[src/epf_regs.svh]
`ifndef EPF_REGS_SVH
`define EPF_REGS_SVH

// ----------------------------------------------------------------
// register offsets (byte addresses)
// ----------------------------------------------------------------
`define EPF_OFS_CONTROL   8'h00
`define EPF_OFS_STATUS    8'h04
`define EPF_OFS_WATERMARK 8'h08
`define EPF_OFS_PAUSE_TMR 8'h0C

// ----------------------------------------------------------------
// field positions
// ----------------------------------------------------------------
`define EPF_CTL_DEC_BIT    0
`define EPF_CTL_MANUAL_BIT 4
`define EPF_CTL_AUTO_BIT   7
`define EPF_CTL_SPEED_BIT  8
`define EPF_STA_ACTIVE_BIT 0
`define EPF_STA_BUSY_BIT   1
`define EPF_STA_COUNT_LSB  16
`define EPF_WM_EMPTY_LSB   0
`define EPF_WM_FULL_LSB    8

// ----------------------------------------------------------------
// reset values
// ----------------------------------------------------------------
`define EPF_RST_FULL_WM   8'hFF
`define EPF_RST_EMPTY_WM  8'h00
`define EPF_RST_PAUSE_TMR 16'h0000

// ----------------------------------------------------------------
// timing
// ----------------------------------------------------------------
`define EPF_REF_CLK_KHZ     100000
`define EPF_TX_CLK_10_KHZ   2500
`define EPF_TX_CLK_100_KHZ  25000
`define EPF_DIV_10          (`EPF_REF_CLK_KHZ / `EPF_TX_CLK_10_KHZ)
`define EPF_DIV_100         (`EPF_REF_CLK_KHZ / `EPF_TX_CLK_100_KHZ)
`define EPF_RESEND_MULT     128
`define EPF_RESEND_DIV      2
`define EPF_RESEND_SHIFT    6

`endif

[src/epf_pkg.sv]
package epf_pkg;

   typedef enum logic [1:0]
   {
      EPF_IDLE = 2'b01,
      EPF_SEND = 2'b10
   } epf_state_t;

   typedef logic [7:0]  epf_count_t;
   typedef logic [15:0] epf_ptv_t;

endpackage : epf_pkg

[src/epf_tick_gen.sv]
`timescale 1ns/10ps
`default_nettype none
`include "epf_regs.svh"

module epf_tick_gen #(
   parameter int DIV_10  = `EPF_DIV_10,
   parameter int DIV_100 = `EPF_DIV_100
)(
   input  wire logic ref_clk,
   input  wire logic rst_n,
   input  wire logic speed_100,
   output logic      tx_tick
);

   generate
      if (DIV_10 < 1 || DIV_100 < 1 || DIV_10 > 255 || DIV_100 > 255)
      begin : g_bad_div
         $error("epf_tick_gen: divider out of range");
      end
   endgenerate

   // ----------------------------------------------------------------
   // transmit clock rate stand-in
   // ----------------------------------------------------------------
   logic [7:0] div_reg;
   logic [7:0] div_next;
   logic [7:0] limit;

   always_comb
   begin
      limit = speed_100 ? 8'(DIV_100 - 1) : 8'(DIV_10 - 1);
      if (div_reg >= limit)
      begin
         div_next = 8'h00;
      end
      else
      begin
         div_next = div_reg + 8'h01;
      end
   end

   always_ff @(posedge ref_clk or negedge rst_n)
   begin
      if (!rst_n)
      begin
         div_reg <= 8'h00;
      end
      else
      begin
         div_reg <= div_next;
      end
   end

   assign tx_tick = (div_reg >= limit);

endmodule : epf_tick_gen
`default_nettype wire

[src/epf_buf_counter.sv]
`timescale 1ns/10ps
`default_nettype none

module epf_buf_counter #(
   parameter int WIDTH = 8
)(
   input  wire logic             ref_clk,
   input  wire logic             rst_n,
   input  wire logic             inc,
   input  wire logic             dec,
   output logic [WIDTH-1:0]      count
);

   generate
      if (WIDTH < 1 || WIDTH > 8)
      begin : g_bad_width
         $error("epf_buf_counter: width must be 1 to 8");
      end
   endgenerate

   // ----------------------------------------------------------------
   // count arbitration
   // ----------------------------------------------------------------
   logic [WIDTH-1:0] count_reg;
   logic [WIDTH-1:0] count_next;

   always_comb
   begin
      count_next = count_reg;
      if (inc && dec)
      begin
         count_next = count_reg;
      end
      else if (inc)
      begin
         // saturate, a wrap would fake an empty pool
         if (count_reg != {WIDTH{1'b1}})
         begin
            count_next = count_reg + 1'b1;
         end
      end
      else if (dec)
      begin
         if (count_reg != '0)
         begin
            count_next = count_reg - 1'b1;
         end
      end
   end

   always_ff @(posedge ref_clk or negedge rst_n)
   begin
      if (!rst_n)
      begin
         count_reg <= '0;
      end
      else
      begin
         count_reg <= count_next;
      end
   end

   assign count = count_reg;

endmodule : epf_buf_counter
`default_nettype wire

[src/epf_flow_ctrl.sv]
// The Wishbone slave port and the register offsets were left to the implementer.
`timescale 1ns/10ps
`default_nettype none
`include "epf_regs.svh"

module epf_flow_ctrl (
   input  wire logic        ref_clk,
   input  wire logic        rst_n,
   input  wire logic        wb_cyc_i,
   input  wire logic        wb_stb_i,
   input  wire logic        wb_we_i,
   input  wire logic [7:0]  wb_adr_i,
   input  wire logic [3:0]  wb_sel_i,
   input  wire logic [31:0] wb_dat_i,
   output logic [31:0]      wb_dat_o,
   output logic             wb_ack_o,
   input  wire logic        rx_buffer_done,
   output logic             pause_valid,
   input  wire logic        pause_ready,
   output logic [15:0]      pause_time,
   output logic             flow_control_active
);

   // ----------------------------------------------------------------
   // helpers
   // ----------------------------------------------------------------
   function automatic logic [21:0] resend_interval(input logic [15:0] pause_timer_value);
      logic [21:0] ivl;
      ivl = {pause_timer_value, 6'b00_0000};
      // zero would fire on every tick, as one does; one tick is the tightest legal spacing
      if (ivl == 22'h00_0000)
      begin
         ivl = 22'h00_0001;
      end
      return ivl;
   endfunction : resend_interval

   function automatic logic [7:0] merge_byte(input logic [7:0] old_v,
                                             input logic [7:0] new_v,
                                             input logic       lane);
      return lane ? new_v : old_v;
   endfunction : merge_byte

   // ----------------------------------------------------------------
   // bus slave
   // ----------------------------------------------------------------
   logic        ack_reg;
   logic        ack_next;
   logic [31:0] rdata_reg;
   logic [31:0] rdata_next;
   logic        bus_req;
   logic        wr_stb;
   logic        sel_ctl;
   logic        sel_sta;
   logic        sel_wm;
   logic        sel_ptv;

   // control and configuration
   logic        auto_pause_enable_reg;
   logic        auto_pause_enable_next;
   logic        manual_pause_enable_reg;
   logic        manual_pause_enable_next;
   logic        speed_100_reg;
   logic        speed_100_next;
   logic [7:0]  full_wm_reg;
   logic [7:0]  full_wm_next;
   logic [7:0]  empty_wm_reg;
   logic [7:0]  empty_wm_next;
   logic [15:0] pause_timer_value_reg;
   logic [15:0] pause_timer_value_next;
   logic        buffer_count_decrement;

   epf_pkg::epf_count_t received_buffer_count;

   assign bus_req = wb_cyc_i && wb_stb_i && !ack_reg;
   assign wr_stb  = bus_req && wb_we_i;
   assign sel_ctl = (wb_adr_i == `EPF_OFS_CONTROL);
   assign sel_sta = (wb_adr_i == `EPF_OFS_STATUS);
   assign sel_wm  = (wb_adr_i == `EPF_OFS_WATERMARK);
   assign sel_ptv = (wb_adr_i == `EPF_OFS_PAUSE_TMR);

   // strobe only, never stored
   assign buffer_count_decrement = wr_stb && sel_ctl && wb_sel_i[0]
                                   && wb_dat_i[`EPF_CTL_DEC_BIT];

   always_comb
   begin
      auto_pause_enable_next   = auto_pause_enable_reg;
      manual_pause_enable_next = manual_pause_enable_reg;
      speed_100_next           = speed_100_reg;
      full_wm_next             = full_wm_reg;
      empty_wm_next            = empty_wm_reg;
      pause_timer_value_next   = pause_timer_value_reg;
      if (wr_stb && sel_ctl)
      begin
         if (wb_sel_i[0])
         begin
            auto_pause_enable_next   = wb_dat_i[`EPF_CTL_AUTO_BIT];
            manual_pause_enable_next = wb_dat_i[`EPF_CTL_MANUAL_BIT];
         end
         if (wb_sel_i[1])
         begin
            speed_100_next = wb_dat_i[`EPF_CTL_SPEED_BIT];
         end
      end
      if (wr_stb && sel_wm)
      begin
         empty_wm_next = merge_byte(empty_wm_reg, wb_dat_i[7:0], wb_sel_i[0]);
         full_wm_next  = merge_byte(full_wm_reg, wb_dat_i[15:8], wb_sel_i[1]);
      end
      if (wr_stb && sel_ptv)
      begin
         pause_timer_value_next[7:0]  = merge_byte(pause_timer_value_reg[7:0],
                                                   wb_dat_i[7:0], wb_sel_i[0]);
         pause_timer_value_next[15:8] = merge_byte(pause_timer_value_reg[15:8],
                                                   wb_dat_i[15:8], wb_sel_i[1]);
      end
   end

   // ----------------------------------------------------------------
   // flow control state
   // ----------------------------------------------------------------
   epf_pkg::epf_state_t state_reg;
   epf_pkg::epf_state_t state_next;
   logic        auto_on_reg;
   logic        auto_on_next;
   logic        active_reg;
   logic        active_next;
   logic        on_pend_reg;
   logic        on_pend_next;
   logic        off_pend_reg;
   logic        off_pend_next;
   logic [21:0] resend_cnt_reg;
   logic [21:0] resend_cnt_next;
   logic [15:0] pause_time_reg;
   logic [15:0] pause_time_next;
   logic        tx_tick;
   logic        rise;
   logic        fall;
   logic        resend_due;

   assign rise = active_next && !active_reg;
   assign fall = !active_next && active_reg;
   assign resend_due = active_reg && tx_tick
                       && (resend_cnt_reg + 22'h00_0001
                           >= resend_interval(pause_timer_value_reg));

   always_comb
   begin
      auto_on_next = auto_on_reg;
      if (!auto_pause_enable_reg)
      begin
         auto_on_next = 1'b0;
      end
      else if (received_buffer_count >= full_wm_reg)
      begin
         auto_on_next = 1'b1;
      end
      else if (received_buffer_count <= empty_wm_reg)
      begin
         auto_on_next = 1'b0;
      end
      active_next = manual_pause_enable_reg || auto_on_next;

      // resend timer counts transmit clocks while the link is held off
      resend_cnt_next = resend_cnt_reg;
      if (!active_reg || rise || resend_due)
      begin
         resend_cnt_next = 22'h00_0000;
      end
      else if (tx_tick)
      begin
         resend_cnt_next = resend_cnt_reg + 22'h00_0001;
      end

      state_next      = state_reg;
      on_pend_next    = on_pend_reg;
      off_pend_next   = off_pend_reg;
      pause_time_next = pause_time_reg;
      unique case (state_reg)
         epf_pkg::EPF_IDLE:
         begin
            if (on_pend_reg)
            begin
               state_next      = epf_pkg::EPF_SEND;
               on_pend_next    = 1'b0;
               pause_time_next = pause_timer_value_reg;
            end
            else if (off_pend_reg)
            begin
               state_next      = epf_pkg::EPF_SEND;
               off_pend_next   = 1'b0;
               pause_time_next = 16'h0000;
            end
         end
         epf_pkg::EPF_SEND:
         begin
            if (pause_ready)
            begin
               state_next = epf_pkg::EPF_IDLE;
            end
         end
      endcase

      // new events win over the consuming clears above
      if (rise || resend_due)
      begin
         on_pend_next  = 1'b1;
         off_pend_next = 1'b0;
      end
      if (fall)
      begin
         off_pend_next = 1'b1;
         on_pend_next  = 1'b0;
      end
   end

   // ----------------------------------------------------------------
   // read path
   // ----------------------------------------------------------------
   always_comb
   begin
      ack_next   = bus_req;
      rdata_next = rdata_reg;
      if (bus_req && !wb_we_i)
      begin
         rdata_next = 32'h0000_0000;
         if (sel_ctl)
         begin
            // decrement strobe always reads back zero
            rdata_next[`EPF_CTL_AUTO_BIT]   = auto_pause_enable_reg;
            rdata_next[`EPF_CTL_MANUAL_BIT] = manual_pause_enable_reg;
            rdata_next[`EPF_CTL_SPEED_BIT]  = speed_100_reg;
         end
         else if (sel_sta)
         begin
            rdata_next[`EPF_STA_COUNT_LSB +: 8] = received_buffer_count;
            rdata_next[`EPF_STA_ACTIVE_BIT]     = active_reg;
            rdata_next[`EPF_STA_BUSY_BIT]       = (state_reg == epf_pkg::EPF_SEND)
                                                  || on_pend_reg || off_pend_reg;
         end
         else if (sel_wm)
         begin
            rdata_next[`EPF_WM_EMPTY_LSB +: 8] = empty_wm_reg;
            rdata_next[`EPF_WM_FULL_LSB +: 8]  = full_wm_reg;
         end
         else if (sel_ptv)
         begin
            rdata_next[15:0] = pause_timer_value_reg;
         end
      end
   end

   // ----------------------------------------------------------------
   // registers
   // ----------------------------------------------------------------
   always_ff @(posedge ref_clk or negedge rst_n)
   begin
      if (!rst_n)
      begin
         ack_reg                 <= 1'b0;
         rdata_reg               <= 32'h0000_0000;
         auto_pause_enable_reg   <= 1'b0;
         manual_pause_enable_reg <= 1'b0;
         speed_100_reg           <= 1'b0;
         full_wm_reg             <= `EPF_RST_FULL_WM;
         empty_wm_reg            <= `EPF_RST_EMPTY_WM;
         pause_timer_value_reg   <= `EPF_RST_PAUSE_TMR;
      end
      else
      begin
         ack_reg                 <= ack_next;
         rdata_reg               <= rdata_next;
         auto_pause_enable_reg   <= auto_pause_enable_next;
         manual_pause_enable_reg <= manual_pause_enable_next;
         speed_100_reg           <= speed_100_next;
         full_wm_reg             <= full_wm_next;
         empty_wm_reg            <= empty_wm_next;
         pause_timer_value_reg   <= pause_timer_value_next;
      end
   end

   always_ff @(posedge ref_clk or negedge rst_n)
   begin
      if (!rst_n)
      begin
         state_reg      <= epf_pkg::EPF_IDLE;
         auto_on_reg    <= 1'b0;
         active_reg     <= 1'b0;
         on_pend_reg    <= 1'b0;
         off_pend_reg   <= 1'b0;
         resend_cnt_reg <= 22'h00_0000;
         pause_time_reg <= 16'h0000;
      end
      else
      begin
         state_reg      <= state_next;
         auto_on_reg    <= auto_on_next;
         active_reg     <= active_next;
         on_pend_reg    <= on_pend_next;
         off_pend_reg   <= off_pend_next;
         resend_cnt_reg <= resend_cnt_next;
         pause_time_reg <= pause_time_next;
      end
   end

   // ----------------------------------------------------------------
   // sub-blocks
   // ----------------------------------------------------------------
   epf_tick_gen u_tick (
      .ref_clk   (ref_clk),
      .rst_n     (rst_n),
      .speed_100 (speed_100_reg),
      .tx_tick   (tx_tick)
   );

   epf_buf_counter #(
      .WIDTH (8)
   ) u_count (
      .ref_clk (ref_clk),
      .rst_n   (rst_n),
      .inc     (rx_buffer_done),
      .dec     (buffer_count_decrement),
      .count   (received_buffer_count)
   );

   assign wb_ack_o            = ack_reg;
   assign wb_dat_o            = rdata_reg;
   assign pause_valid         = (state_reg == epf_pkg::EPF_SEND);
   assign pause_time          = pause_time_reg;
   assign flow_control_active = active_reg;

endmodule : epf_flow_ctrl
`default_nettype wire

[config.mk]
export PLATFORM = sky130hd
export DESIGN_NAME = epf_flow_ctrl
export DESIGN_NICKNAME = d
export VERILOG_FILES = /design/src/epf_pkg.sv /design/src/epf_tick_gen.sv /design/src/epf_buf_counter.sv /design/src/epf_flow_ctrl.sv
export VERILOG_INCLUDE_DIRS = /design/src
export SDC_FILE = /design/constraint.sdc
export NUM_CORES = 1
export LEC_CHECK = 0
export BUFFER_PORTS_ARGS = -buffer_cell sky130_fd_sc_hd__buf_4
export CAP_MARGIN = 20
export CORE_MARGIN = 4
export CORE_UTILIZATION = 55
export CTS_BUF_LIST = sky130_fd_sc_hd__clkbuf_16
export CTS_CLUSTER_SIZE = 25
export DETAILED_ROUTE_END_ITERATION = 7
export PLACE_DENSITY = 0.85
export SETUP_SLACK_MARGIN = 0.1
export SLEW_MARGIN = 20
export SYNTH_ARGS = -nofsm -noshare
export SYNTH_HDL_FRONTEND = slang
export SYNTH_SLANG_ARGS = --single-unit
[constraint.sdc]
create_clock -name ref_clk -period 4.35 [get_ports ref_clk]
set_input_delay 0.87 -clock ref_clk [delete_from_list [all_inputs] [get_ports ref_clk]]
set_output_delay 0.87 -clock ref_clk [all_outputs]
set_load 0.005 [all_outputs]
# Word-level counts from Yosys, hierarchy flattened

Cells that the tools add are included.

Register bits: 120
Input port bits: 51
Output and inout port bits: 51
Logic and storage cells: 114

Add/subtract/negate cells: 4
Magnitude comparators: 4
Equal/unequal tests: 10
Mux-type cells: 35
Bitwise operators: 1
Reductions and logical operators: 42

Operators with widths:

| operator                                             | number |
|---|---|
| two-way mux 22 bit                                   | 3 |
| two-way mux 16 bit                                   | 4 |
| two-way mux 8 bit                                    | 6 |
| adder 22 x 1 -> 22 bit (second input constant)       | 1 |
| greater-or-equal comparator 22 bit                   | 1 |
| AND reduction 2 bit                                  | 9 |
| adder 8 x 1 -> 8 bit (second input constant)         | 2 |
| equality test 8 x 4 -> 1 bit (second input constant) | 2 |
| greater-or-equal comparator 8 bit                    | 2 |
| zero test 16 bit                                     | 1 |
| two-way mux 15 bit                                   | 1 |
| logical AND 1 bit                                    | 14 |
| two-way mux 14 bit                                   | 1 |
| two-way mux 2 bit                                    | 6 |
| two-way mux 1 bit                                    | 11 |
| equality test 8 x 3 -> 1 bit (second input constant) | 1 |
| less-or-equal comparator 8 bit                       | 1 |
| zero test 8 bit                                      | 1 |
| inequality test 8 bit (second input constant)        | 1 |
| nonzero test 2 bit                                   | 4 |
| nonzero test 8 bit                                   | 1 |
| subtractor 8 x 1 -> 8 bit (second input constant)    | 1 |
| logical OR 1 bit                                     | 6 |
| two-way mux 6 bit                                    | 1 |
| 11 further kinds                                     | 15 |

# Longest topological paths before layout

Word-level depth: 9
Depth in mapped cells: 15
Mapped depth without buffers: 13

# Modules after synthesis

A second synthesis with hierarchy kept.

Cells, all modules: 699
Area, all modules: 6755.2 sq um

Modules (own cells, without submodules):

| module          | times used | cells each | area each (sq um) | seq. area each (sq um) |
|---|---|---|---|---|
| epf_flow_ctrl   | 1          | 594        | 5664.2            | 2613.8 |
| epf_buf_counter | 1          | 72         | 711.9             | 200.2 |
| epf_tick_gen    | 1          | 33         | 379.1             | 200.2 |

# Worst setup path before layout

OpenSTA, ideal clock, no wires.

Path type: register to register
From: register resend_cnt_reg[3]
To: register resend_cnt_reg[5]
Library setup time: 0.082 ns
Arrival time: 3.367 ns
Required time: 4.268 ns
Path slack: 0.901 ns
Cell stages (with the launch flop): 15
Buffers on the path: 2
Clock period less this slack: 3.449 ns
Path through: dfrtp_1 clkbuf_1 nand4_1 nor3_2 nand4_1 o21a_1 or2_2 ha_1 a211oi_1 o21a_1 o21ai_0 o21ai_1 buf_2 nand4b_1 a31oi_1

Word-level cells in the longest chain between the ends: 5
Elaborated cells on any way between the ends: 7
Classes of those cells: 1 x add/sub; 1 x order compare; 2 x mux; 3 x reduce/logical

RTL lines:

| item                                                            | RTL line                                   | source |
|---|---|---|
| from (decl)                                                     | epf_flow_ctrl.sv:133                       | `logic [21:0] resend_cnt_reg;` |
| from (signal assigned)                                          | epf_flow_ctrl.sv:302                       | `resend_cnt_reg <= resend_cnt_next;` |
| adder 22 x 1 -> 22 bit (*)                                      | epf_flow_ctrl.sv:145, epf_flow_ctrl.sv:173 |  |
| greater-or-equal comparator 22 bit                              | epf_flow_ctrl.sv:146                       | `>= resend_interval(pause_timer_value_reg));` |
| logical AND 1 bit                                               | epf_flow_ctrl.sv:145                       | `&& (resend_cnt_reg + 22'h00_0001` |
| logical OR 1 bit                                                | epf_flow_ctrl.sv:167                       | `if (!active_reg \|\| rise \|\| resend_due)` |
| two-way mux 22 bit / nonzero test 2 bit (equally long branches) | n/a                                        |  |

Mark *: on every way between the ends. The rest lies on a longest branch, timed or not. The select of a mux whose other input is x is not followed.
A chain may end at the register's enable or synchronous reset.

# Final worst setup path

From: register resend_cnt_reg[9]
To: register resend_cnt_reg[16]

The elaborated chain is that of the path after synthesis.

==> impl_metrics.toml <==
[detailed_routing]
avgViaCountPerCell = 6.25
drtIter0Drc = 599
dr_total_vias = 5548
wl_um = 16800
drc = 0
wl_per_cell_um = 18.9
ant_nets = 0
first_pass_iters = 6

[synthesis]
synth_area_leader_cell = "dfrtp_1"
synth_ff_type = "dfrtp_1"
synth.area.top_cells = "dfrtp_1, ha_1, dfstp_2, nand2_1, a22o_1"
ys_seq_area_share_pct = 46.5
synth_edf_count = 0
avgSynthCellArea_um2 = 9.97
yosys.area_share.simple_pct = 16.5
synth_warnings = 0
ys_ff_latch = 120
yosys.area.top_type_share_pct = 42.8
syn_inst = 650
yosysUniqueCellTypes = 60
synth_fa_ha_area_share_pct = 8.61
syn_area_um2 = 6480
synth_compound_area_share_pct = 16.2
synth_xor_area_share_pct = 4.73
synth_top_family_by_area = "simple AND/OR/NAND/NOR gates"
async_flop_share_pct = 100
synth_mux_area_share_pct = 2.70

[place]
gp_congestion = 0.861
port_buffers = 75
dp_slack_ns = 0.678
dp.cells = 855
dp_hpwl_um = 12100

[critical_path]
path_class = "reg2reg"
critPathCaptureType = "flop"
worstSetupStartpoint = "resend_cnt_reg[9]$_DFFE_PN0P_"
cp.arrival_ns = 4.08
r2r_cells = 12
crit_required_ns = 4.69
timing.rr.start = "resend_cnt_reg[9]$_DFFE_PN0P_"
cp_max_fo = 9
startpoint_type = "flop"

[power]
powerDensity_nw_per_um2 = 450
p_leak_nw = 3.78
finalPower_mw = 3.48
ir_drop_uv = 438

[sta]
rsz0062_at_grt = "no"
fin_skew_ns = 0.00632
fmax_mhz = 268
relSlewSlack_pct = 32.2
fin_crit_ns = 3.74
fin_crit_sh_pct = 85.9
worst_pin_slew_ns = 1.02
fin_ws_ns = 0.613
finalHoldViolCount = 0
timing_max_transition_violations_final = 0
setup_viol = 0
setup-tns-final_ns = 0

[worst_hold_path]
hold_path_depth = 1
hold_path_class = "reg2reg"
min_from = "u_tick.div_reg[0]$_DFF_PN0_"

[flow_run]
drv_cap = 0

[die]
initial_core_util_pct = 56.5
ioPinCount = 102
core_area_um2 = 11500
fp.dieH_um = 117
dieWidth_um = 117
rows = 39
dieArea_um2 = 13600

[cts]
clock-sinks = 120
post_cts.repair.setup_buffers = 0
post_cts_resized = 0
clock_tree.root_cell = "clkbuf_16"
insertion_delay_ns = 0.42
postCtsHoldBufs = 0
htreeDepth = 4
cts_tree = "built"
clk_path_buf_depth = 2
cts_made_buffers = 17
clkTransAtPathRegs_ns = 0.05

[grt]
grt.overflow.total = 0
antenna_found_initial = 0
grt_max_degree = 85
grtUsageTotal_pct = 25.9
grt_pass1_wl_um = 27000
grt_pass1_vias = 5510

[layout]
antenna_cells = 0
final_nets = 826
largest_reg_flops = 24
fin_util_pct = 67.5
drive_above_1_share_pct = 19.8
area_growth_pct = 19.3
area.sequential_um2 = 3010
multi_input_area_um2 = 3190
final_cells = 887
nFillCells = 819

[run_status]
status = "finished clean"
## critical path, stage by stage (launching register included)
cell	delay (ns)
dfrtp_1	0.45
nand3_1	0.17
nor3_1	0.33
nand4_1	0.29
o21a_1	0.26
or2_2	0.30
ha_1	0.35
a211oi_1	0.39
o21a_1	0.19
o21ai_0	0.10
o211ai_1	0.23
nand3_1	0.37
nor2_1	0.23
## where the power goes
group	internal, mW	switching (mW)
Clock	0.772	0.502
Combinational	0.408	0.344
Sequential	1.27	0.189
## stage by stage
stage                     hold slack, ns  area (um2)
after floorplan                    0.425        6510
after global placement             0.438        7190
after detailed placement           0.468        7190
after CTS                          0.476        7730
after global routing               0.495        7730
final                              0.476        7730
## Yosys cell counts, types with 2 or more instances
cell type,number
ha_1,43
mux2_2,12
a22oi_1,2
nand4b_1,2
a31oi_1,8
buf_2,2
and4_1,5
nor4_1,10
nor2_1,53
dfstp_2,9
o21ai_1,2
a32oi_1,6
inv_1,41
dfrtp_1,111
a21oi_1,9
buf_4,8
nand2_1,63
xor2_1,12
nand2b_1,2
o21a_1,6
nor3_1,10
clkbuf_1,22
o211a_1,2
o211ai_1,5
o21ai_0,40
and2_1,2
nor2b_1,11
nor3b_1,3
and3_1,10
o21bai_1,2
nand4_1,13
o22a_1,3
or2_2,3
xnor2_1,23
a22o_1,26
nand3_1,22
a21o_1,6
a221oi_1,13
a211oi_1,2
mux2i_1,4
a21boi_0,3
## path summary, 6_finish.rpt
path / to / slack, ns
worst max-delay path: resend_cnt_reg[16]$_DFFE_PN0P_ / 0.61
worst min-delay path: u_tick.div_reg[0]$_DFF_PN0_ / 0.48
worst max register to register: resend_cnt_reg[16]$_DFFE_PN0P_ / 0.61
worst min register to register: u_tick.div_reg[0]$_DFF_PN0_ / 0.48
max in group asynchronous: empty_wm_reg[2]$_DFFE_PN0P_ / 3.01
min in group asynchronous: resend_cnt_reg[1]$_DFFE_PN0P_ / 0.49
## layer usage
metal  routed length [um]  vias to the layer above  GRT usage (%)
li1                     -                     2479              -
met1                 6980                     2748           34.0
met2                 8060                      266           40.8
met3                 1250                       55           6.17
met4                  494                        0           12.2
met5                    0                        -              0
## cell families (layout without fill, tap and decap cells)
| kind of cell | Yosys count | in the layout |
|---|---|---|
| simple gates | 215 | 215 |
| compound gates | 145 | 145 |
| flops | 120 | 120 |
| buf+inv | 74 | 160 |
| fa+ha+maj | 44 | 44 |
| xor+xnor | 35 | 35 |
| mux | 16 | 16 |
| other cells | 1 | 9 |
## area by class of cell
type | count | area share [%]
inverter | 41 | 1.99
multi-input combinational | 464 | 41.2
clock inverter | 15 | 1.49
clock buffer | 17 | 5.50
sequential | 120 | 39.0
tap | 143 | 2.31
timing repair buffer | 87 | 8.49
## cell usage in the layout, fill, tap and decap left out, types with 8 or more instances in the layout
master,Yosys,final
nand3_1,22,22
a221oi_1,13,13
and3_1,10,10
nor4_1,10,10
a31oi_1,8,8
nand2_1,63,63
a21oi_1,9,9
nor2b_1,11,11
ha_1,43,43
o21ai_0,40,40
dfrtp_1,111,111
clkbuf_16,0,17
buf_4,8,86
a22o_1,26,26
dfstp_2,9,9
nor2_1,53,52
mux2_2,12,12
xnor2_1,23,23
inv_1,41,43
conb_1,1,9
nor3_1,10,10
nand4_1,13,13
xor2_1,12,12
Note: power is estimated with default switching activity, not from simulation.
